[src/switched_trunk_defines.svh]
// timing and selection constants for the switched trunk call control
// assumes a 100 MHz system clock and timers counted in whole seconds
`ifndef SWITCHED_TRUNK_DEFINES_SVH
`define SWITCHED_TRUNK_DEFINES_SVH

`define CC_CLK_PERIOD_NS 10
`define CC_SECOND_NS 1000000000
`define CC_SECOND_CYCLES (`CC_SECOND_NS / `CC_CLK_PERIOD_NS)

`define CC_PDN_CALL_S 8'h06
`define CC_PSTN_CALL_S 8'h5a
`define CC_PDN_MIN_CALL_S 8'h0a
`define CC_PDN_BACKOFF_BASE_S 8'h01
`define CC_PDN_BACKOFF_STEP_S 8'h04
`define CC_PSTN_BACKOFF_BASE_S 8'h01
`define CC_PSTN_BACKOFF_STEP_S 8'h1e
`define CC_PSTN_BACKOFF_CHOICES 3'h5
`define CC_MAX_ATTEMPTS 2'h3
`define CC_TIMER_MAX 8'hff
`define CC_LFSR_SEED 8'h5b

`define CC_PIN_RING 0
`define CC_PIN_DSR 1
`define CC_PIN_CTS 2
`define CC_PIN_TCLK 3
`define CC_PIN_COUNT 4

`endif

[src/switched_trunk_pkg.sv]
// types shared by the switched trunk call control files
// assumes the constants header is compiled alongside
`default_nettype none
package switched_trunk_pkg;

   typedef enum logic [1:0] {
      MODE_MUX = 2'h0,
      MODE_PDN = 2'h1,
      MODE_PSTN = 2'h2
   } trunk_mode_e;

   // gray codes along idle, call, sync, data
   typedef enum logic [2:0] {
      ST_IDLE = 3'h0,
      ST_CALL = 3'h1,
      ST_SYNC = 3'h3,
      ST_DATA = 3'h2,
      ST_BACKOFF = 3'h6,
      ST_DOWN = 3'h4
   } call_state_e;

endpackage : switched_trunk_pkg
`default_nettype wire

[src/cc_pin_sync.sv]
// two flip-flop synchroniser for the trunk interface pins
// assumes pins are asynchronous to clk_sys
`timescale 1ns/1ps
`default_nettype none
module cc_pin_sync #(
   parameter int WIDTH = 4
) (
   input wire logic clk_sys,
   input wire logic nrst,
   input wire logic [WIDTH-1:0] pin_async,
   output logic [WIDTH-1:0] pin_sync
);
   genvar i;
   generate
      for (i = 0; i < WIDTH; i = i + 1) begin : g_bit
         // each bit owns its stages so no variable has two writers
         logic meta;
         logic held;
         always_ff @(posedge clk_sys or negedge nrst) begin
            if (!nrst) begin
               meta <= 1'b0;
               held <= 1'b0;
            end else begin
               meta <= pin_async[i];
               held <= meta;
            end
         end
         assign pin_sync[i] = held;
      end
   endgenerate
endmodule : cc_pin_sync
`default_nettype wire

[src/cc_second_tick.sv]
// divider giving a one-cycle pulse once per second
// assumes clk_sys is free running; cycles is shortened in simulation
`timescale 1ns/1ps
`default_nettype none
module cc_second_tick #(
   parameter int unsigned CYCLES = 100000000
) (
   input wire logic clk_sys,
   input wire logic nrst,
   output logic tick
);
   logic [31:0] count;
   wire logic wrap;

   assign wrap = (count == 32'(CYCLES - 1));

   always_ff @(posedge clk_sys or negedge nrst) begin
      if (!nrst) begin
         count <= 32'h0;
         tick <= 1'b0;
      end else begin
         count <= wrap ? 32'h0 : count + 32'h1;
         tick <= wrap;
      end
   end
endmodule : cc_second_tick
`default_nettype wire

[src/switched_trunk_call_control.sv]
// call control for a trunk run over a switched data or telephone circuit
// assumes a modem or network terminator behind v.24 pins, a framer on clk_sys
//
// Behaviour
// - idle in data network mode, ring turns on dtr to accept the call
// - after accepting, wait for dsr and cts before synchronising
// - idle in data network mode, trunk data raises dtr, starts 6 s timer
// - outgoing call timer expiring before dsr and cts go high enters retry loop; incoming returns to idle
// - dsr and cts both on during outgoing call starts synchronisation
// - in data phase dsr or cts loss drops dtr; pending data retries
// - data network: after 10 s and idle period, drop dtr, keep circuits
// - after inactivity clear, new trunk data places a new call
// - data network call timeout: drop dtr, back off 1, 5, 9 or 13 s
// - three failed setups: stop, flash sync light, link down, notify
// - while link down every user connection attempt gets out of service
// - link down clears only on incoming call, trunk reset or leaving the data network and modem modes
// - modem mode: trunk data raises dtr so the modem dials
// - modem mode: ring raises dtr so the modem answers, then synchronise
// - modem mode: 90 s from dtr to handshake before call fails
// - modem mode: inactivity timeout 0 to 255 s drops dtr to idle
// - modem mode backoff chosen from 1, 31, 61, 91 or 121 s
// - trunk mode selects mux, data network or telephone call control
`include "switched_trunk_defines.svh"
`timescale 1ns/1ps
`default_nettype none
module switched_trunk_call_control
   import switched_trunk_pkg::*;
#(
   parameter int unsigned SECOND_CYCLES = `CC_SECOND_CYCLES
) (
   input wire logic clk_sys,
   input wire logic nrst,
   input wire logic [1:0] trunk_mode,
   input wire logic [7:0] inact_secs,
   input wire logic ring_ind,
   input wire logic dsr,
   input wire logic cts,
   input wire logic trunk_clk,
   input wire logic data_pending,
   input wire logic word_xfer,
   input wire logic sync_done,
   input wire logic trunk_reset,
   input wire logic user_conn_req,
   output logic dtr,
   output logic sync_req,
   output logic data_phase,
   output logic sync_led,
   output logic link_down,
   output logic vc_teardown,
   output logic oos_notify,
   output logic [1:0] attempts
);

   logic [`CC_PIN_COUNT-1:0] pins_sync;
   logic sec_tick;
   call_state_e state;
   call_state_e next_state;
   logic [7:0] timer;
   logic [7:0] idle_secs;
   logic [7:0] backoff_secs;
   logic [7:0] lfsr;
   logic orig;
   logic next_orig;
   logic tclk_prev;
   logic clk_seen;

   cc_pin_sync #(
      .WIDTH(`CC_PIN_COUNT)
   ) u_pin_sync (
      .clk_sys(clk_sys),
      .nrst(nrst),
      .pin_async({trunk_clk, cts, dsr, ring_ind}),
      .pin_sync(pins_sync)
   );

   cc_second_tick #(
      .CYCLES(SECOND_CYCLES)
   ) u_second_tick (
      .clk_sys(clk_sys),
      .nrst(nrst),
      .tick(sec_tick)
   );

   wire logic ring_s = pins_sync[`CC_PIN_RING];
   wire logic dsr_s = pins_sync[`CC_PIN_DSR];
   wire logic cts_s = pins_sync[`CC_PIN_CTS];
   wire logic tclk_s = pins_sync[`CC_PIN_TCLK];
   wire logic tclk_rise = tclk_s & ~tclk_prev;

   // only the two switched modes run this machine
   wire logic mode_pdn = (trunk_mode == MODE_PDN);
   wire logic mode_pstn = (trunk_mode == MODE_PSTN);
   wire logic mode_active = mode_pdn | mode_pstn;
   wire logic dce_ready = dsr_s & cts_s;

   // dte takes its clock from the far side: sync waits for a clock edge
   wire logic link_synced = sync_done & clk_seen;

   wire logic [7:0] call_limit =
      mode_pstn ? `CC_PSTN_CALL_S : `CC_PDN_CALL_S;
   wire logic call_expired = (timer >= call_limit);

   // modem mode uses the timeout itself as the minimum call duration
   wire logic [7:0] min_call =
      mode_pstn ? inact_secs : `CC_PDN_MIN_CALL_S;
   wire logic inactive =
      (timer >= min_call) & (idle_secs >= inact_secs);

   wire logic last_try = (attempts == (`CC_MAX_ATTEMPTS - 2'h1));
   wire logic fail_state = (state == ST_CALL) | (state == ST_SYNC);
   wire logic setup_fail = fail_state & call_expired &
      !(state == ST_CALL && dce_ready) &
      !(state == ST_SYNC && link_synced);
   wire logic orig_fail = setup_fail & orig;

   // backoff choice: four slots in data network, five in modem mode
   wire logic [2:0] pstn_slot = (lfsr[2:0] >= `CC_PSTN_BACKOFF_CHOICES) ?
      lfsr[2:0] - `CC_PSTN_BACKOFF_CHOICES : lfsr[2:0];
   wire logic [7:0] pdn_pick = `CC_PDN_BACKOFF_BASE_S +
      8'(`CC_PDN_BACKOFF_STEP_S * {6'h0, lfsr[1:0]});
   wire logic [7:0] pstn_pick = `CC_PSTN_BACKOFF_BASE_S +
      8'(`CC_PSTN_BACKOFF_STEP_S * {5'h0, pstn_slot});
   wire logic [7:0] backoff_pick = mode_pstn ? pstn_pick : pdn_pick;

   wire logic state_chg = (next_state != state) &&
      !(state == ST_CALL && next_state == ST_SYNC);
   wire logic enter_down = (next_state == ST_DOWN) && (state != ST_DOWN);
   wire logic next_dtr = (next_state == ST_CALL) ||
      (next_state == ST_SYNC) || (next_state == ST_DATA);

   always_comb begin
      next_state = state;
      next_orig = orig;
      if (trunk_reset || !mode_active) begin
         next_state = ST_IDLE;
      end else begin
         case (state)
            ST_IDLE: begin
               if (ring_s) begin
                  next_state = ST_CALL;
                  next_orig = 1'b0;
               end else if (data_pending) begin
                  next_state = ST_CALL;
                  next_orig = 1'b1;
               end
            end
            ST_CALL: begin
               if (dce_ready) begin
                  next_state = ST_SYNC;
               end else if (call_expired) begin
                  next_state = !orig ? ST_IDLE :
                     last_try ? ST_DOWN : ST_BACKOFF;
               end
            end
            ST_SYNC: begin
               if (link_synced) begin
                  next_state = ST_DATA;
               end else if (call_expired) begin
                  next_state = !orig ? ST_IDLE :
                     last_try ? ST_DOWN : ST_BACKOFF;
               end
            end
            ST_DATA: begin
               if (!dce_ready) begin
                  next_state = data_pending ? ST_BACKOFF : ST_IDLE;
                  next_orig = 1'b1;
               end else if (inactive) begin
                  next_state = ST_IDLE;
               end
            end
            ST_BACKOFF: begin
               if (timer >= backoff_secs) begin
                  next_state = ST_CALL;
               end
            end
            ST_DOWN: begin
               if (ring_s) begin
                  next_state = ST_CALL;
                  next_orig = 1'b0;
               end
            end
            default: begin
               next_state = ST_IDLE;
            end
         endcase
      end
   end

   always_ff @(posedge clk_sys or negedge nrst) begin
      if (!nrst) begin
         state <= ST_IDLE;
         orig <= 1'b0;
      end else begin
         state <= next_state;
         orig <= next_orig;
      end
   end

   // whole-second timer; call and sync share one count so the limit spans both
   always_ff @(posedge clk_sys or negedge nrst) begin
      if (!nrst) begin
         timer <= 8'h0;
      end else if (state_chg) begin
         timer <= 8'h0;
      end else if (sec_tick && timer != `CC_TIMER_MAX) begin
         timer <= timer + 8'h1;
      end
   end

   always_ff @(posedge clk_sys or negedge nrst) begin
      if (!nrst) begin
         idle_secs <= 8'h0;
      end else if (word_xfer || state_chg) begin
         idle_secs <= 8'h0;
      end else if (sec_tick && idle_secs != `CC_TIMER_MAX) begin
         idle_secs <= idle_secs + 8'h1;
      end
   end

   // free running lfsr; both ends differ in start time, not seed
   always_ff @(posedge clk_sys or negedge nrst) begin
      if (!nrst) begin
         lfsr <= `CC_LFSR_SEED;
      end else begin
         lfsr <= {lfsr[6:0], lfsr[7] ^ lfsr[5] ^ lfsr[4] ^ lfsr[3]};
      end
   end

   always_ff @(posedge clk_sys or negedge nrst) begin
      if (!nrst) begin
         backoff_secs <= 8'h0;
      end else if (next_state == ST_BACKOFF && state != ST_BACKOFF) begin
         backoff_secs <= backoff_pick;
      end
   end

   always_ff @(posedge clk_sys or negedge nrst) begin
      if (!nrst) begin
         attempts <= 2'h0;
      end else if (next_state == ST_DATA || trunk_reset ||
                   (state == ST_DOWN && next_state != ST_DOWN)) begin
         attempts <= 2'h0;
      end else if (orig_fail && attempts != `CC_MAX_ATTEMPTS) begin
         attempts <= attempts + 2'h1;
      end
   end

   // a clock edge must be seen after dce ready before data starts
   always_ff @(posedge clk_sys or negedge nrst) begin
      if (!nrst) begin
         tclk_prev <= 1'b0;
         clk_seen <= 1'b0;
      end else begin
         tclk_prev <= tclk_s;
         if (state != ST_SYNC) begin
            clk_seen <= 1'b0;
         end else if (tclk_rise) begin
            clk_seen <= 1'b1;
         end
      end
   end

   always_ff @(posedge clk_sys or negedge nrst) begin
      if (!nrst) begin
         dtr <= 1'b0;
         sync_req <= 1'b0;
         data_phase <= 1'b0;
         link_down <= 1'b0;
         vc_teardown <= 1'b0;
         oos_notify <= 1'b0;
      end else begin
         dtr <= next_dtr;
         sync_req <= (next_state == ST_SYNC);
         data_phase <= (next_state == ST_DATA);
         link_down <= (next_state == ST_DOWN);
         vc_teardown <= enter_down;
         oos_notify <= enter_down ||
            (state == ST_DOWN && user_conn_req);
      end
   end

   // light steady in data phase, flashing at 1 s while down
   always_ff @(posedge clk_sys or negedge nrst) begin
      if (!nrst) begin
         sync_led <= 1'b0;
      end else if (next_state == ST_DOWN) begin
         sync_led <= sec_tick ? ~sync_led : sync_led;
      end else begin
         sync_led <= (next_state == ST_DATA);
      end
   end

   AST_RING_ACCEPT: assert property (@(posedge clk_sys) disable iff (!nrst)
      state == ST_IDLE && mode_active && ring_s && !trunk_reset
      |=> dtr && state == ST_CALL && !orig)
      else $error("ring in idle did not raise dtr");

   AST_WAIT_READY: assert property (@(posedge clk_sys) disable iff (!nrst)
      state == ST_CALL && !dce_ready |=> state != ST_SYNC)
      else $error("synchronising without dsr and cts");

   AST_OUT_CALL: assert property (@(posedge clk_sys) disable iff (!nrst)
      state == ST_IDLE && mode_active && !ring_s && data_pending &&
      !trunk_reset |=> dtr && orig && timer == 8'h0)
      else $error("trunk data in idle did not start a call");

   AST_CALL_LIMIT: assert property (@(posedge clk_sys) disable iff (!nrst)
      fail_state && mode_pdn && timer < 8'h06 && !trunk_reset
      |=> dtr)
      else $error("data network call dropped before 6 s");

   AST_PSTN_LIMIT: assert property (@(posedge clk_sys) disable iff (!nrst)
      fail_state && mode_pstn && timer < 8'h5a && !trunk_reset
      |=> dtr)
      else $error("modem call dropped before 90 s");

   AST_CALL_SPAN: assert property (@(posedge clk_sys) disable iff (!nrst)
      state == ST_CALL && dce_ready && mode_active && !trunk_reset
      && !sec_tick |=> state == ST_SYNC && timer == $past(timer))
      else $error("handshake restarted the call timer");

   AST_RETRY: assert property (@(posedge clk_sys) disable iff (!nrst)
      orig_fail && !last_try && mode_active && !trunk_reset
      |=> state == ST_BACKOFF && !dtr ##1 !dtr)
      else $error("call timeout did not enter backoff");

   AST_CLEAR: assert property (@(posedge clk_sys) disable iff (!nrst)
      state == ST_DATA && !dce_ready |=> !dtr && !data_phase)
      else $error("dsr or cts loss did not drop dtr");

   AST_INACTIVE: assert property (@(posedge clk_sys) disable iff (!nrst)
      state == ST_DATA && dce_ready && mode_pdn && timer < 8'h0a
      && !trunk_reset |=> dtr)
      else $error("call cleared before minimum duration");

   AST_BACKOFF_SET: assert property (@(posedge clk_sys) disable iff (!nrst)
      state == ST_BACKOFF && mode_pdn |-> backoff_secs inside
      {8'h01, 8'h05, 8'h09, 8'h0d})
      else $error("data network backoff outside the allowed set");

   AST_PSTN_SET: assert property (@(posedge clk_sys) disable iff (!nrst)
      state == ST_BACKOFF && mode_pstn |-> backoff_secs inside
      {8'h01, 8'h1f, 8'h3d, 8'h5b, 8'h79})
      else $error("modem backoff outside the allowed set");

   AST_DOWN: assert property (@(posedge clk_sys) disable iff (!nrst)
      orig_fail && last_try && mode_active && !trunk_reset
      |=> link_down && vc_teardown && oos_notify ##1 !vc_teardown
      )
      else $error("third failure did not take the link down");

   AST_OOS: assert property (@(posedge clk_sys) disable iff (!nrst)
      state == ST_DOWN && user_conn_req |=> oos_notify)
      else $error("user attempt while down not refused");

   AST_DOWN_HOLD: assert property (@(posedge clk_sys) disable iff (!nrst)
      state == ST_DOWN && !ring_s && !trunk_reset && mode_active
      |=> link_down)
      else $error("link down cleared without cause");

   AST_COUNT: assert property (@(posedge clk_sys) disable iff (!nrst)
      state == ST_DATA |-> attempts == 2'h0)
      else $error("attempt counter not cleared on link up");

endmodule : switched_trunk_call_control
`default_nettype wire

[config.mk]
export PLATFORM = sky130hd
export DESIGN_NAME = switched_trunk_call_control
export DESIGN_NICKNAME = d
export VERILOG_FILES = /design/src/switched_trunk_pkg.sv /design/src/cc_pin_sync.sv /design/src/cc_second_tick.sv /design/src/switched_trunk_call_control.sv
export VERILOG_INCLUDE_DIRS = /design/src
export SDC_FILE = /design/constraint.sdc
export NUM_CORES = 1
export LEC_CHECK = 0
export ABC_AREA = 1
export BUFFER_PORTS_ARGS = -buffer_cell sky130_fd_sc_hd__clkbuf_2
export CAP_MARGIN = 20
export CORE_ASPECT_RATIO = 1.4
export CORE_MARGIN = 10
export CORE_UTILIZATION = 37
export CTS_BUF_LIST = sky130_fd_sc_hd__clkbuf_16
export DETAILED_ROUTE_END_ITERATION = 10
export HOLD_SLACK_MARGIN = 0.08
export PLACE_DENSITY_LB_ADDON = 0.15
export SKIP_CTS_REPAIR_TIMING = 1
export SYNTH_ARGS = -nofsm -noshare
export SYNTH_HDL_FRONTEND = slang
export SYNTH_SLANG_ARGS = --single-unit
[constraint.sdc]
create_clock -name clk_sys -period 8.1 [get_ports clk_sys]
set_clock_uncertainty 0.1 [all_clocks]
set_input_delay 0.405 -clock clk_sys [delete_from_list [all_inputs] [get_ports clk_sys]]
set_output_delay 0.405 -clock clk_sys [all_outputs]
set_load 0.01 [all_outputs]
== Yosys cells after proc, flatten, opt, wreduce, memory -nomap -nowiden ==
Cells that the tools add are included.

* $add $sub $neg: 7
* Multipliers: 1
* $lt $le $gt $ge: 5
* Equality and inequality tests: 26
* Multiplexer cells: 34
* Bitwise logic cells: 16
* Reduce and logical (&&, ||, !) cells: 29

{| class="wikitable"
|+ Operators with widths
! kind !! number
|-
| $mux W8 || 6
|-
| $mux W3 || 13
|-
| $add A32 B1 Y32 const B || 1
|-
| $eq A32 B27 Y1 const B || 1
|-
| $mux W32 || 1
|-
| $ge A8 B8 Y1 || 3
|-
| $pmux W3 S6 || 1
|-
| $add A8 B1 Y8 const B || 2
|-
| $ne A8 B8 Y1 const B || 2
|-
| $eq A3 B2 Y1 const B || 4
|-
| $eq A3 B3 Y1 const B || 4
|-
| $logic_and A1 B1 Y1 || 11
|-
| $ne A3 B3 Y1 const B || 3
|-
| $add A1 B8 Y8 const A || 1
|-
| $and A1 B1 Y1 || 8
|-
| $ge A8 B7 Y1 || 1
|-
| $mux W1 || 8
|-
| $reduce_bool A2 Y1 || 4
|-
| $logic_or A1 B1 Y1 || 7
|-
| $mul A4 B3 Y7 const A || 1
|-
| $mux W7 || 1
|-
| $eq A3 B1 Y1 const B || 2
|-
| $mux W2 || 3
|-
| $ne A3 B2 Y1 const B || 2
|-
| 17 further kinds || 28
|}

* Register bits after elaboration: 88
* Output and inout bits: 9
* Logic and storage cells: 144

== Longest topological paths before layout ==
Gate-level depths: netlist of run 1.

* Depth in word-level cells: 14
* Depth in mapped cells: 22

== Modules after synthesis ==
Synthesis of run 1 repeated with hierarchy kept, for this count alone.

* Cells, all modules: 702
* Area, all modules: 5606.6 um^2

{| class="wikitable"
|+ By module, submodules not included
! module !! times used !! cells an instance !! area an instance (um^2) !! seq. area each (um^2)
|-
| switched_trunk_call_control || 1 || 415 || 3437.0 || 1182.4
|-
| cc_second_tick || 1 || 275 || 1939.4 || 825.8
|-
| cc_pin_sync || 1 || 12 || 230.2 || 200.2
|}

== Worst setup path before layout of run 1 ==
Ideal clock, no wire load.

* Path kind: reg-to-reg
* Start: register lfsr[1]
* End: register backoff_secs[7]
* Library setup time: 0.123 ns
* Arrival time: 2.999 ns
* Required time: 7.877 ns
* Path slack: 4.878 ns
* Stages on the path, launching flop included: 14
* Path buffers: 0
* Period minus slack after synthesis: 3.222 ns
* Cell sequence: dfstp_2 -> inv_1 -> ha_1 -> o21ai_0 -> inv_1 -> o21ai_0 -> inv_1 -> fa_1 -> ha_1 -> fa_1 -> nand2_1 -> a21boi_0 -> o21ai_0 -> o21ai_1

* Cells in the longest elaborated chain, start to end: 5

{| class="wikitable"
|+ Ends and longest elaborated chain
! element !! RTL line !! source
|-
| from (decl) || switched_trunk_call_control.sv:61 || <nowiki>logic [7:0] lfsr;</nowiki>
|-
| from (signal assigned) || switched_trunk_call_control.sv:223 || <nowiki>lfsr <= `CC_LFSR_SEED;</nowiki>
|-
| from (signal assigned) || switched_trunk_call_control.sv:225 || <nowiki>lfsr <= {lfsr[6:0], lfsr[7] ^ lfsr[5] ^ lfsr[4] ^ lfsr[3]};</nowiki>
|-
| $sub A3 B3 Y3 (no line) or $ge A3 B3 Y1 (tied branches) || -- ||
|-
| $mux W3 * || switched_trunk_call_control.sv:117 || <nowiki>wire logic [2:0] pstn_slot = (lfsr[2:0] >= `CC_PSTN_BACKOFF_CHOICES) ?</nowiki>
|-
| $mul A4 B3 Y7 (no line) * || -- ||
|-
| $add A1 B8 Y8 (no line) * || -- ||
|-
| $mux W8 * || switched_trunk_call_control.sv:123 || <nowiki>wire logic [7:0] backoff_pick = mode_pstn ? pstn_pick : pdn_pick;</nowiki>
|-
| to (signal assigned) || switched_trunk_call_control.sv:233 || <nowiki>backoff_secs <= backoff_pick;</nowiki>
|-
| to (decl) || switched_trunk_call_control.sv:60 || <nowiki>logic [7:0] backoff_secs;</nowiki>
|}

Every way passes the cells marked *; elsewhere a longest branch is shown, timed or not.
A chain may end at the register's enable or synchronous reset.

== Worst setup path after layout of run 1 ==
Ends and elaborated chain as after synthesis.

==> flow_metrics.py, run 1 <==
metrics = {
    "setup_path": {
        "r2r-start": "lfsr[1]",
        "cp_data_required_time_ns": 8.23,
        "r2r-end": "backoff_secs[7]",
        "rrSetupSlack_ns": 4.52,
        "end_kind": "flop",
        "path_max_fanout": 4,
        "r2r_cells": 13,
        "worst-endpoint-arrival_ns": 3.71,
        "setup.worst_path.class": "reg2reg",
        "cp-start-kind": "flop",
    },
    "sta": {
        "fin_crit_ns": 3.58,
        "rsz0062_at_grt": "no",
        "period_share_pct": 44.2,
        "relSlewSlack_pct": 55.7,
        "slew_viol_final": 0,
        "worst_pin_slew_ns": 0.664,
        "tns_ns": 0,
        "final-setup-viol-count": 0,
        "max_freq_mhz": 279,
        "hold_violations": 0,
    },
    "synthesis": {
        "yosys_register_bits": 88,
        "yosys_most_used_dff": "dfrtp_1",
        "synth_common_cells": "nand2_1, inv_1, dfrtp_1",
        "synth_cell_type_count": 43,
        "synthArstFlopShare_pct": 100,
        "syn_inst": 640,
        "synth.most_common_cell": "nand2_1",
        "synth_nets": 707,
        "netlist.area_leader.share_pct": 39.0,
        "netlist_top_cells_area": "dfrtp_1, ha_1, nand2_1",
        "synth-edff-count": 0,
        "syn_avg_cell_area_um2": 8.32,
        "synth_area_leader_cell": "dfrtp_1",
        "synth_area_mm2": 0.00533,
        "ys.warnings.count": 0,
        "ys_seq_area_share_pct": 41.5,
    },
    "finish": {
        "instances_no_fill": 872,
        "diodes": 0,
        "nets": 749,
        "layout-drive-gt1-share_pct": 15.3,
        "synthToLayoutAreaGrowth_pct": 12.9,
    },
    "drt": {
        "drtIter0Drc": 153,
        "antenna_left": 0,
        "viasPerCell": 4.72,
        "vias": 4119,
        "drtPass1Iterations": 4,
        "wl_mm": 11.7,
        "drc": 0,
        "wire_per_inst_um": 13.4,
    },
    "global_routing": {
        "gr-usage-all-layers_pct": 12.3,
        "grt_pass1_wl_mm": 19.8,
        "grt-ovfl-total": 0,
        "grt_pass1_vias": 4172,
        "antenna_found_initial": 0,
        "grt_max_degree": 52,
    },
    "placement": {
        "dp_hpwl_mm": 9.06,
        "gp_congestion": 0.831,
        "dp_cells": 851,
        "portBuffers": 29,
    },
    "clock_network": {
        "clkTransAtPathRegs_ns": 0.07,
        "cts_inserted_buffers": 9,
        "clock-sinks": 88,
        "clock_path_buffers": 2,
        "clkLatencyLatePin_ns": 0.35,
        "cts_htree_levels": 3,
        "cts-root-buf": "clkbuf_16",
        "cts_tree": "yes",
    },
    "floorplan": {
        "core-area_mm2": 0.0140,
        "pin_count": 30,
        "chipHeight_um": 162,
        "row_count": 51,
        "die_x_um": 121,
        "initial_utilization_pct": 37.9,
        "dieArea_mm2": 0.0197,
    },
    "min_path": {
        "min_path_cells": 3,
        "whs_endpoint": "oos_notify",
        "holdCritStartpoint": "user_conn_req",
        "hold_path_class": "in2reg",
    },
    "status": {
        "status": "completed",
    },
    "pwr": {
        "worst_ir_drop_vdd_v": 0.0000923,
        "p_leak_nw": 3.13,
        "p_per_area_mw_per_mm2": 149,
    },
    "run": {
        "maxCapViolCount": 0,
    },
}
==> cell usage in the layout (no fill, tap or decap), types with 14 or more instances in the layout <==
cell type / instances
inv_1: 107
nand2_1: 111
o21ai_0: 21
nand3_1: 27
clkbuf_2: 28
xor2_1: 28
nor2_1: 70
a21oi_1: 23
nor3_1: 14
ha_1: 43
dfrtp_1: 83
==> state kept, by name, summed over array words and instances (netlist names), 3 cells and up <==
name and cells:
u_pin_sync.g_bit.held 4, state 3, u_second_tick.count 32, lfsr 8
u_pin_sync.g_bit.meta 4, idle_secs 8, timer 8, backoff_secs 8
==> layer usage <==
| metal | global-route usage (%) | wire (µm) | vias up |
|---|---|---|---|
| met5 | 0 | 0 | - |
| met4 | 4.62 | 220 | 0 |
| met3 | 2.12 | 283 | 18 |
| met2 | 23.0 | 6310 | 47 |
| met1 | 13.3 | 4870 | 1943 |
| li1 | - | - | 2111 |
==> stage by stage <==
| step | setup slack, ns | hold slack (ns) | util [%] | total power, mW | instance area [µm²] |
|---|---|---|---|---|---|
| after CTS | 4.55 | -0.0573 | 42.5 | 0.911 | 5960 |
| after detailed placement | 4.56 | 0.245 | 40.5 | 0.511 | 5680 |
| final | 4.52 | 0.171 | 42.8 | 0.898 | 6010 |
| after global routing | 4.26 | 0.203 | 42.8 | 0.939 | 6010 |
| after global placement | 4.77 | 0.237 | 40.5 | 0.510 | 5680 |
| after floorplan | 4.88 | 0.00941 | - | 0.485 | 5330 |
==> power breakdown <==
group	switching [mW]	internal (mW)
Sequential	0.00259	0.444
Combinational	0.0382	0.0175
Clock	0.184	0.211
Total	0.225	0.672
==> worst max-delay path by stage <==
stage / startpoint / end / slack [ns] / cells past startpoint
6_report: lfsr[1] / backoff_secs[7] / 4.52 / 13
5_1_grt: lfsr[1] / backoff_secs[7] / 4.26 / 13
4_1_cts: lfsr[1] / backoff_secs[7] / 4.55 / 13
3_5_place_dp: lfsr[1] / backoff_secs[7] / 4.56 / 13
3_3_place_gp: lfsr[1] / backoff_secs[7] / 4.77 / 13
2_1_floorplan: lfsr[1] / backoff_secs[7] / 4.88 / 13
==> worst max-delay path: stages, from the launching register on <==
cell      delay [ns]
dfstp_2         0.54
inv_1           0.07
ha_1            0.17
o21ai_0         0.38
inv_1           0.07
o21ai_0         0.32
inv_1           0.17
fa_1            0.55
ha_1            0.26
fa_1            0.39
nand2_1         0.10
a21boi_0        0.09
o21ai_0         0.15
o21ai_1         0.09
==> kinds of logic (layout without fill, tap and decap cells) <==
logic type	count (synthesis)	count (layout)	synth area share (%)
and+or+nand+nor	284	284	25.3
buffers and inverters	119	166	8.69
DFF	88	88	41.5
AOI/OAI and AO/OA	67	67	7.35
adders and majority gates	46	46	11.2
xor gates and xnor gates	36	36	5.92
==> area by class of cell <==
class,instances,area (µm²)
Clock buffer,9,225
Clock inverter,7,55.1
Fill cell,1430,8030
Inverter,115,432
Multi-Input combinational cell,433,2650
Sequential cell,88,2210
Tap cell,185,231
Timing Repair Buffer,35,205
Power figures use the tool's default switching activity.
==> inputs of run 2 (changes only) <==
- clock period: 8.1 -> 3 ns (I/O delays scaled with it)
==> run 2 against run 1 <==
Effect of this change: first-iteration DRC count down 19%; combinational power increased to 2.8 times the previous value; register-to-register slack worse by 4.4 ns; count of clock-buffer cells in the layout unchanged; worst hold slack worse by 0.099 ns; final cell count grew 1.8%; final area grew 3.1%; largest cell class unchanged; highest routed layer unchanged; non-clock buffer count rose by 16; clock power grew to 2.6 times the previous value; critical endpoint is now backoff_secs[5]; utilization grew 1.3 points; setup slack lost 4.4 ns.
==> flow_metrics.py, run 2 (synthesis results as in run 1) <==
metrics = {
    "status": {
        "status": "completed",
    },
    "finish": {
        "multi_input_area_mm2": 0.00271,
        "layout.cells.most_common_list": "nand2_1, inv_1, dfrtp_1",
        "ff_latch_area_mm2": 0.00221,
        "largest_register": "u_second_tick.count",
        "layout-drive-gt1-share_pct": 18.5,
        "final_util_pct": 44.1,
        "largest_reg_flops": 32,
        "layout_commonest_cell": "nand2_1",
        "postLayoutCellArea_mm2": 0.00620,
        "synthToLayoutAreaGrowth_pct": 16.4,
        "nets": 765,
        "diodes": 0,
        "num-fill-cells": 1393,
    },
    "setup_path": {
        "rrSetupSlack_ns": 0.10,
        "end_kind": "flop",
        "cp_data_required_time_ns": 3.13,
        "path_max_fanout": 3,
        "r2r_cells": 12,
        "r2r-start": "lfsr[0]",
        "cp-start-kind": "flop",
        "worst-endpoint-arrival_ns": 3.02,
        "setup.worst_path.class": "reg2reg",
        "r2r-end": "backoff_secs[5]",
    },
    "pwr": {
        "p_per_area_mw_per_mm2": 387,
        "power_mw": 2.40,
        "p_leak_nw": 3.20,
        "worst_ir_drop_vdd_v": 0.000272,
    },
    "clock_network": {
        "cts_inserted_buffers": 9,
        "cts_tree": "yes",
        "clkTransAtPathRegs_ns": 0.07,
        "clock-sinks": 88,
        "cts-root-buf": "clkbuf_16",
        "clkLatencyLatePin_ns": 0.34,
        "clock_path_buffers": 2,
        "cts_htree_levels": 3,
    },
    "sta": {
        "slew_viol_final": 0,
        "final-setup-viol-count": 0,
        "hold_violations": 0,
        "fin_crit_ns": 2.90,
        "max_freq_mhz": 345,
        "period_share_pct": 96.6,
        "worst_pin_slew_ns": 0.549,
        "relSlewSlack_pct": 63.4,
    },
    "min_path": {
        "hold_path_class": "in2reg",
        "min_path_cells": 4,
        "whs_endpoint": "attempts[1]",
        "holdCritStartpoint": "trunk_reset",
    },
    "placement": {
        "portBuffers": 29,
        "place_area_mm2": 0.00579,
        "gp_congestion": 0.844,
        "dp_hpwl_mm": 9.34,
    },
    "global_routing": {
        "grt_pass1_wl_mm": 20.4,
        "grt_use_met2_pct": 23.6,
        "gr-usage-all-layers_pct": 12.7,
        "grt_pass1_vias": 4459,
        "grt.met3_usage_pct": 2.36,
        "antenna_found_initial": 0,
        "grtUsageMet1_pct": 13.5,
        "grt_max_degree": 48,
        "busiest_layer": "met2",
        "grt-ovfl-total": 0,
    },
    "floorplan": {
        "pin_count": 30,
        "die_x_um": 121,
        "core-area_mm2": 0.0140,
        "row_count": 51,
        "dieArea_mm2": 0.0197,
        "chipHeight_um": 162,
        "initial_utilization_pct": 37.9,
    },
    "drt": {
        "drtIter0Drc": 124,
        "vias": 4204,
        "drc": 0,
        "wire_per_inst_um": 13.3,
        "wl_mm": 11.8,
        "viasPerCell": 4.73,
        "drtPass1Iterations": 4,
        "antenna_left": 0,
    },
    "run": {
        "maxCapViolCount": 0,
    },
}
[run 2: final cells by class]
cell class	instances	area share, %
clock inverter	7	0.787
inverter	115	7.01
tap	185	3.74
clock buffer	9	3.63
sequential	88	35.6
multi-input combinational	433	43.7
timing repair buffer	51	5.53
[run 2: metrics by stage]
step                      cells  setup WS [ns]  setup TNS [ns]  hold slack [ns]
final                       888          0.102               0           0.0727
after global routing        888       -0.00938         -0.0178            0.121
after CTS                   879        -0.0716         -0.0910           -0.289
after detailed placement    863        -0.0735         -0.0757           0.0828
after global placement      863         0.0278               0           0.0854
after floorplan             640        0.00472               0           -0.246
[run 2: critical path: stages (launching register included)]
cell	delay [ns]
dfstp_2	0.57
inv_1	0.09
ha_4	0.22
or2_4	0.24
o21ai_2	0.07
inv_2	0.06
fa_1	0.50
ha_2	0.22
fa_2	0.37
nor2_1	0.17
nor2_2	0.06
nand2_2	0.07
o21ai_2	0.04
[run 2: per-layer routing]
| metal | wire length [µm] | vias up |
|---|---|---|
| met1 | 4880 | 1987 |
| met3 | 281 | 16 |
| li1 | - | 2155 |
| met2 | 6400 | 46 |
| met5 | 0 | - |
| met4 | 239 | 0 |
[run 2: worst max-delay path by stage]
stage               startpoint              end  slack (ns)
floorplan              lfsr[0]  backoff_secs[7]       0.005
global placement       lfsr[0]  backoff_secs[7]        0.03
detailed placement     lfsr[1]  backoff_secs[7]       -0.07
CTS                    lfsr[1]  backoff_secs[7]       -0.07
global route           lfsr[0]  backoff_secs[7]      -0.009
finish                 lfsr[0]  backoff_secs[5]        0.10
[run 2: power breakdown]
part	internal [mW]	switching [mW]
clock	0.561	0.477
combinational	0.0526	0.103
sequential	1.20	0.00673
